[src/dpa_pkg.sv]
`default_nettype none
package dpa_pkg;
   // converter shape
   localparam int unsigned CH_NUM       = 2;
   localparam int unsigned WORD_W       = 8;
   localparam int unsigned STG_NUM      = 6;   // redundant two-bit stages
   localparam int unsigned STG_W        = 2;
   localparam int unsigned SYNC_DEPTH   = 2;

   // timing, in sample-clock cycles
   localparam int unsigned OUTPUT_LATENCY = 6;
   // stage results meet the corrector at end of phase two, cycle n+3
   localparam int unsigned ALIGN_CYC      = 3;
   localparam int unsigned OUT_EXTRA      = OUTPUT_LATENCY - ALIGN_CYC;
   localparam int unsigned LAT_CNT_W      = 3;

   // stage decision codes
   localparam logic [1:0] CODE_MAX = 2'h2;  // 2'h3 is illegal, folded to 2

   // reset values and code points
   localparam logic [7:0] WORD_RST  = 8'h00;
   localparam logic [7:0] WORD_FULL = 8'hff;
   localparam logic [7:0] WORD_ZERO = 8'h00;
   localparam logic [1:0] STG_RST   = 2'h0;
   localparam logic [2:0] LAT_RST   = 3'h0;

   typedef logic [STG_NUM-1:0][STG_W-1:0] dpa_stg_vec_t;
   typedef logic [WORD_W-1:0]             dpa_word_t;

   // saturate a redundant stage code onto its legal range
   function automatic logic [1:0] dpa_sat(input logic [1:0] c);
      dpa_sat = (c > CODE_MAX) ? CODE_MAX : c;
   endfunction
endpackage
`default_nettype wire

[src/dpa_align_if.sv]
`timescale 1ns/1ps
`default_nettype none
interface dpa_align_if;
   import dpa_pkg::*;
   dpa_stg_vec_t    stg;     // aligned stage results of one sample
   logic [STG_W-1:0] flash;  // last-stage flash result, same sample
   logic            vld;     // one-cycle strobe, all fields belong together

   modport dly
   (
      output stg,
      output flash,
      output vld
   );
   modport corr
   (
      input  stg,
      input  flash,
      input  vld
   );
endinterface
`default_nettype wire

[src/dpa_adc_core.sv]
// Function
// RULE1: output word for a sample appears after the sixth sample-clock cycle
// RULE2: after latency, one new word per channel every cycle, in order
// RULE3: each word is eight-bit offset binary, bit seven most significant
// RULE4: full positive gives all ones, full negative all zeros
// RULE5: non-overlapping two-phase clock made from the single sample clock
// RULE6: sample captured at end of phase one, held during phase two
// RULE7: stages alternate sample and amplify phases, neighbours inverted
// RULE8: middle stages give two bits with redundancy, last is two-bit flash
// RULE9: delay line aligns all stage results of one sample with flash
// RULE10: correction folds aligned results into the final eight-bit word
// RULE11: receiver discards words for up to twenty cycles after power-up
// RULE12: receiver captures both channel buses on the same clock edge
`timescale 1ns/1ps
`default_nettype none
module dpa_adc_core
(
   // clock and reset
   input  wire logic                                clk_i,
   input  wire logic                                arst_n_i,
   input  wire logic                                ce_i,
   // external sample clock pin
   input  wire logic                                smp_clk_i,
   // comparator decisions per channel
   input  wire logic [dpa_pkg::CH_NUM-1:0][dpa_pkg::STG_NUM-1:0][1:0]
                                                    stg_code_i,
   input  wire logic [dpa_pkg::CH_NUM-1:0][1:0]     flash_code_i,
   // internal phases
   output var  logic                                phi1_o,
   output var  logic                                phi2_o,
   // output buses
   output var  logic [dpa_pkg::CH_NUM-1:0][dpa_pkg::WORD_W-1:0]
                                                    chan_out_o,
   output var  logic                                lat_done_o
);
   import dpa_pkg::*;

   logic [SYNC_DEPTH-1:0] sync_ff;
   logic                  lvl_ff;
   logic                  phi1_ff;
   logic                  phi2_ff;
   logic                  nxt_phi1;
   logic                  nxt_phi2;
   logic                  p1_end;
   logic                  p2_end;
   logic                  cyc;
   logic [LAT_CNT_W-1:0]  lat_ff;
   logic                  lat_done_ff;
   dpa_word_t             word [CH_NUM];

   // pin crosses into clk_i; only the second flop feeds logic
   always_ff @(posedge clk_i or negedge arst_n_i)
   begin
      if (!arst_n_i)
         sync_ff <= '0;
      else if (ce_i)
         sync_ff <= {sync_ff[0], smp_clk_i};
   end

   always_ff @(posedge clk_i or negedge arst_n_i)
   begin
      if (!arst_n_i)
         lvl_ff <= 1'b0;
      else if (ce_i)
         lvl_ff <= sync_ff[1];
   end

   // a phase is on only when two samples agree, so each level change
   // leaves one idle cycle between phases
   always_comb
   begin
      nxt_phi1 = sync_ff[1] & lvl_ff;                       // [RULE5]
      nxt_phi2 = ~sync_ff[1] & ~lvl_ff;                     // [RULE5]
   end

   always_ff @(posedge clk_i or negedge arst_n_i)
   begin
      if (!arst_n_i)
      begin
         phi1_ff <= 1'b0;
         phi2_ff <= 1'b0;
      end
      else if (ce_i)
      begin
         phi1_ff <= nxt_phi1;
         phi2_ff <= nxt_phi2;
      end
   end

   // sampler closes as phase one falls; hold settles through phase two
   assign p1_end = phi1_ff & ~nxt_phi1;                     // [RULE6]
   assign p2_end = phi2_ff & ~nxt_phi2;                     // [RULE6] [RULE7]
   assign cyc    = ~phi1_ff & nxt_phi1;

   assign phi1_o = phi1_ff;
   assign phi2_o = phi2_ff;

   for (genvar c = 0; c < CH_NUM; c++)
   begin : g_ch
      dpa_align_if u_al ();

      // odd stages decide at end of phase one, even at end of phase two
      dpa_delay_line u_dly                                  // [RULE8]
      (
         .clk_i    (clk_i),
         .arst_n_i (arst_n_i),
         .ce_i     (ce_i),
         .p1_end_i (p1_end),
         .p2_end_i (p2_end),
         .stg_i    (stg_code_i[c]),
         .flash_i  (flash_code_i[c]),
         .al       (u_al.dly)
      );

      dpa_corrector u_corr
      (
         .clk_i    (clk_i),
         .arst_n_i (arst_n_i),
         .ce_i     (ce_i),
         .cyc_i    (cyc),
         .al       (u_al.corr),
         .word_o   (word[c])
      );

      assign chan_out_o[c] = word[c];                       // [RULE3]
   end

   // marks when the first real sample has reached the bus; the receiver
   // still owns power-up discard, this flag only helps it
   always_ff @(posedge clk_i or negedge arst_n_i)
   begin
      if (!arst_n_i)
      begin
         lat_ff      <= LAT_RST;
         lat_done_ff <= 1'b0;
      end
      else if (ce_i && cyc && !lat_done_ff)
      begin
         lat_ff <= lat_ff + 3'h1;
         if (lat_ff == 3'(OUTPUT_LATENCY))
            lat_done_ff <= 1'b1;                            // [RULE1] [RULE11]
      end
   end

   assign lat_done_o = lat_done_ff;
endmodule
`default_nettype wire

[src/dpa_corrector.sv]
`timescale 1ns/1ps
`default_nettype none
module dpa_corrector
(
   // clock and reset
   input  wire logic             clk_i,
   input  wire logic             arst_n_i,
   input  wire logic             ce_i,
   // cycle start, advances the output pipe
   input  wire logic             cyc_i,
   // aligned side
   dpa_align_if.corr             al,
   // corrected word
   output var  dpa_pkg::dpa_word_t word_o
);
   import dpa_pkg::*;

   dpa_word_t corr_ff;
   dpa_word_t pipe_ff [OUT_EXTRA];
   dpa_word_t nxt_corr;

   // weighted sum of redundant stages; overlap between stages absorbs
   // comparator offsets, so no carry fix-up is needed here
   function automatic dpa_word_t dpa_fold(input dpa_stg_vec_t s,
                                          input logic [1:0]  f);
      logic [8:0] acc;
      acc = {7'h00, f};
      for (int k = 0; k < STG_NUM; k++)
         acc = acc + ({7'h00, dpa_sat(s[k])} << (STG_NUM - k));
      dpa_fold = acc[7:0];
   endfunction

   always_comb
   begin
      nxt_corr = dpa_fold(al.stg, al.flash);                // [RULE10] [RULE3]
   end

   always_ff @(posedge clk_i or negedge arst_n_i)
   begin
      if (!arst_n_i)
         corr_ff <= WORD_RST;
      else if (ce_i && al.vld)
         corr_ff <= nxt_corr;                               // [RULE10]
   end

   always_ff @(posedge clk_i or negedge arst_n_i)
   begin
      if (!arst_n_i)
      begin
         for (int i = 0; i < OUT_EXTRA; i++)
            pipe_ff[i] <= WORD_RST;
      end
      else if (ce_i && cyc_i)
      begin
         pipe_ff[0] <= corr_ff;                             // [RULE1] [RULE2]
         for (int i = 1; i < OUT_EXTRA; i++)
            pipe_ff[i] <= pipe_ff[i-1];
      end
   end

   assign word_o = pipe_ff[OUT_EXTRA-1];
endmodule
`default_nettype wire

[src/dpa_delay_line.sv]
`timescale 1ns/1ps
`default_nettype none
module dpa_delay_line
(
   // clock and reset
   input  wire logic                   clk_i,
   input  wire logic                   arst_n_i,
   input  wire logic                   ce_i,
   // phase events
   input  wire logic                   p1_end_i,
   input  wire logic                   p2_end_i,
   // raw stage decisions
   input  wire dpa_pkg::dpa_stg_vec_t  stg_i,
   input  wire logic [1:0]             flash_i,
   // aligned side
   dpa_align_if.dly                    al
);
   import dpa_pkg::*;

   logic half_ev;

   // every phase end moves the line; stage k lands one half-cycle after k-1
   assign half_ev = p1_end_i | p2_end_i;

   for (genvar k = 0; k < STG_NUM; k++)
   begin : g_stg
      localparam int unsigned DEPTH = STG_NUM - k;
      logic [1:0] sr_ff [DEPTH];

      always_ff @(posedge clk_i or negedge arst_n_i)
      begin
         if (!arst_n_i)
         begin
            for (int i = 0; i < DEPTH; i++)
               sr_ff[i] <= STG_RST;
         end
         else if (ce_i && half_ev)
         begin
            sr_ff[0] <= stg_i[k];                           // [RULE9]
            for (int i = 1; i < DEPTH; i++)
               sr_ff[i] <= sr_ff[i-1];
         end
      end

      assign al.stg[k] = sr_ff[DEPTH-1];
   end

   // flash output needs no delay: it is the last to arrive
   assign al.flash = flash_i;
   assign al.vld   = ce_i & p2_end_i;                       // [RULE9]
endmodule
`default_nettype wire

[config.mk]
export PLATFORM = sky130hd
export DESIGN_NAME = dpa_adc_core
export DESIGN_NICKNAME = d
export VERILOG_FILES = /design/src/dpa_pkg.sv /design/src/dpa_align_if.sv /design/src/dpa_adc_core.sv /design/src/dpa_corrector.sv /design/src/dpa_delay_line.sv
export SDC_FILE = /design/constraint.sdc
export NUM_CORES = 1
export LEC_CHECK = 0
export BUFFER_PORTS_ARGS = -buffer_cell sky130_fd_sc_hd__buf_2
export CAP_MARGIN = 10
export CELL_PAD_IN_SITES_DETAIL_PLACEMENT = 1
export CELL_PAD_IN_SITES_GLOBAL_PLACEMENT = 2
export CORE_UTILIZATION = 36
export DETAILED_ROUTE_END_ITERATION = 8
export PLACE_DENSITY = 0.64
export SLEW_MARGIN = 10
export SYNTH_ARGS = -nofsm -noshare
export SYNTH_HDL_FRONTEND = slang
export SYNTH_HIERARCHICAL = 1
export SYNTH_SLANG_ARGS = --single-unit
export TNS_END_PERCENT = 10
[constraint.sdc]
create_clock -name clk_i -period 2.2 [get_ports clk_i]
set_clock_uncertainty 0.1 [all_clocks]
set_input_delay 0.33 -clock clk_i [delete_from_list [all_inputs] [get_ports clk_i]]
set_output_delay 0.33 -clock clk_i [all_outputs]
set_load 0.02 [all_outputs]
==> out/results.txt <==
The prevailing post-synth register cell was sky130_fd_sc_hd__dfrtp_1. For the pin with the worst max-slew slack, the measured transition is 447.4 ps. The detail route stage leaves a number of antenna-violating nets equal to 0. The logs give 2290 ps for the worst endpoint data arrival time and 0 for the number of inserted diodes. Post-synthesis cell type count: 33.

In the layout the commonest cells are sky130_fd_sc_hd__dfrtp_1 (157), sky130_fd_sc_hd__mux2_2 (134), sky130_fd_sc_hd__buf_2 (49). The DRC marker count from the first detailed-route iteration came out at 155. The setup slack at placement was 95.00 ps; the post-CTS clock slew at the launch and capture registers of the worst setup and hold paths was 60 ps.

The number of nets handed over by synthesis was 532. TritonCTS built the clock tree. The H-tree was split into 4 levels. Summed over all layers, the global routing overflow is 0. In the final routing, the length of wire on met1 measures 5.273 mm. The tools report the maximum buffer depth of the clock tree as 2. The initial antenna violation count came out at 0.

The sequential cells in the finished layout cover a total of 3929 µm². The post-route standard cell area excluding fillers was 7652 µm². The run gives 4 as the first-pass detailed-route iteration total. The flow ran to the end, and the final reports show no timing, DRC or antenna violations. In this run the worst path has a maximum fanout of 4.

The first global-routing pass estimated 19.74 mm of wire. The layout has 1890 filler cells. After floorplanning, the core was divided into 50 placement rows. The largest single stage delay on the critical path is 410 ps. The global placement routability congestion came out at 0.7075. The buffer type at the clock tree root was sky130_fd_sc_hd__clkbuf_16.

The run gives 744 as the final instance count without filler cells. Synthesis inferred 157 register bits. Total wire length: 10.75 mm.

The starting utilization of the core area was 0.3661; the total half-perimeter wirelength after legalization and detailed placement was 7.209 mm. Setup total negative slack on the finished layout was measured at 0 ps. Die span in x: 139.9 µm. Length of routed met2 wiring: 4.923 mm. Derived from the worst setup path, the maximum achievable clock frequency is 491.0 MHz. The per-cell routed wire length works out to 14.45 µm.

The async set-reset flop share out of synthesis works out to 1.000. The proportion of synthesized chip area in sequential cells is 0.5737. The most common cell after layout, fill and taps aside is sky130_fd_sc_hd__dfrtp_1. Across the VDD grid, the largest voltage drop is 0.0005218 V.

Max-cap violations in this run came to 0. The worst slew margin relative to its limit came out at 0.7017. The run gives 18710 µm² as the core outline area. Grouping stages by cell kind, the critical path spends the most delay in simple AND/OR/NAND/NOR gates. The post-route fraction of the period consumed by the critical path was 0.9257. The post-detailed-placement cell area was 7052 µm².

For the utilization after layout, the log shows 0.4091. The run gives 6 as the warning count from the yosys run. The clock latency reported for the late side of the worst-skew pair was 420 ps; the layout net count was 546. The routed length on met3 came out at 377 µm. For the number of sinks handled by clock tree synthesis, the log shows 157. The minimum clock period after layout is 2037 ps, and the number of endpoints with negative hold slack in the final report is 0. The tools report the area of the mapped netlist as 6848 µm².

Power spread over the standard cell area amounts to 1432 nW/µm². A synthesized cell averages 14.15 µm². Entering global routing, the biggest net connects 55 pins. Critical-path cell with the highest stage delay: sky130_fd_sc_hd__dfrtp_1.

For this run, design rule violations remaining after detail routing come to 0. Counting tap cells, the placed design contains a total of 712 instances. The analysis attributes to cell leakage a power of 3.542 nW. Summing all multi-input logic gate instances after layout gives 2436 µm². The height of the die is 139.9 µm, and the area added between synthesis and finish is 11.75%. Setup repair after global routing left no endpoint under its margin. Traced cell by cell, the critical path runs through nor2b_1 > ha_2 > inv_1 > fa_2 > nor2b_4 > nor3_1 > or4_1 > nand3_1.

The top routing layer in use was met4. Smallest setup slack after layout: 163.5 ps. The number of vias per cell after detailed routing came out at 4.754. The logs give 51 for the number of I/O pins and 4036 for the via count of the first global-routing pass. For the worst setup path, the data required time is 2450 ps. In this run, CTS created clock tree buffers numbering 17. Via count: 3537. The count of input and output buffers came out at 50. The tightest min-delay check is of the input pin to flop type. The total buffers and inverters traversed by the critical path was 1; the proportion of layout cells with a drive suffix above 1 was 0.4569. For the max-slew violation count, the log shows 0. The worst setup path is launched from a flop.

The tools report the total of endpoints with negative setup slack in the final report as 0. Type of element capturing the critical path: a flop. The critical path class was flop to flop.

Synthesis produced a netlist whose cell count is 484. The global-route total usage across every layer came out at 0.1277. The synthesized design contains 0 enable-type register cells.

For the die outline area, the log shows 19580 µm².
==> kinds of logic after synthesis <==
kind of cell             Yosys count  synth area share
buffers and inverters             73           0.07199
AND/OR/NAND/NOR                   49           0.04294
adder cells (fa/ha/maj)           16           0.03143
AO/OA/AOI/OAI                     41           0.03947
XOR/XNOR                           8           0.01023
flip-flops                       157            0.5737
multiplexers                     140            0.2302
==> per-layer routing <==
metal | vias up | global-route usage
met5 | - | 0
met4 | 0 | 0.05842
met3 | 13 | 0.03795
met2 | 46 | 0.1945
met1 | 1806 | 0.1677
li1 | 1672 | -
==> worst paths after layout <==
path / slack, ps / from / depth (start not counted) / to
worst min register to register: 390 / g_ch[1].u_corr/corr_ff[5]$_DFFE_PN0P_ / 2 / g_ch[1].u_corr/corr_ff[5]$_DFFE_PN0P_
worst max-delay path: 160 / g_ch[1].u_dly/g_stg[5].sr_ff[1]$_DFFE_PN0P_ / 8 / g_ch[1].u_corr/corr_ff[7]$_DFFE_PN0P_
worst min-delay path: 30 / stg_code_i[23] / 2 / g_ch[1].u_dly/g_stg[5].sr_ff[1]$_DFFE_PN0P_
max in group asynchronous: 1030 / arst_n_i / 3 / g_ch[1].u_dly/g_stg[1].sr_ff[4]$_DFFE_PN0P_
worst max register to register: 160 / g_ch[1].u_dly/g_stg[5].sr_ff[1]$_DFFE_PN0P_ / 8 / g_ch[1].u_corr/corr_ff[7]$_DFFE_PN0P_
min in group asynchronous: 300 / arst_n_i / 2 / g_ch[1].u_corr/word_o[1]$_DFFE_PN0P_
==> sequential cells by signal (all words and copies together), names as in the netlist <==
signal / flops
g_ch.u_dly/g_stg.sr_ff: 64
g_ch.u_corr/pipe_ff: 32
g_ch.u_dly/al.stg: 20
g_ch.u_corr/corr_ff: 16
g_ch.u_corr/word_o: 16
lat_ff: 3
sync_ff: 2
lat_done_o: 1
lvl_ff: 1
phi1_o: 1
phi2_o: 1
==> layout make-up <==
| cell class | instances | share of cell area |
|---|---|---|
| flip-flops and latches | 157 | 0.5134 |
| multi-input cells | 254 | 0.3183 |
| clock buffers | 19 | 0.05657 |
| repair buffers | 60 | 0.05020 |
| well taps | 234 | 0.03826 |
| clock inverters | 12 | 0.01929 |
| inverters | 8 | 0.003924 |
==> where the power goes <==
group / switching [mW] / internal [mW] / total [mW]
clock network: 1.11 / 1.77 / 2.88
logic: 1.36 / 1.76 / 3.13
registers: 0.716 / 4.24 / 4.95
total: 3.19 / 7.77 / 11.0
==> Yosys cell counts, drive strengths merged, types with 4 or more instances <==
| library cell | number | area [µm²] |
|---|---|---|
| clkbuf | 12 | 45.04 |
| inv | 8 | 30.03 |
| ha | 14 | 175.2 |
| o21a | 4 | 30.03 |
| buf | 53 | 417.9 |
| mux2 | 140 | 1577 |
| nor3 | 6 | 30.03 |
| nor2b | 15 | 108.9 |
| dfrtp | 157 | 3929 |
| nand2 | 14 | 52.55 |
| a21oi | 9 | 45.04 |
| xor2 | 5 | 43.79 |
| o211ai | 4 | 30.03 |
| o21ai | 16 | 102.6 |
==> through the flow <==
step	hold WS, ps	power [mW]
2_1_floorplan	-65.59	7.771
3_3_place_gp	180.5	8.019
3_5_place_dp	184.7	8.213
4_1_cts	5.001	11.19
5_1_grt	3.343	11.82
6_report	26.73	10.96
==> what timing repair did <==
action	4_1_cts	5_1_grt
resized for setup	0	4
setup buffers	0	0
endpoints found under the setup margin	0	2
hold buffers	1	0
hold endpoints to repair	40	0
Power figures use the tool's default switching activity.
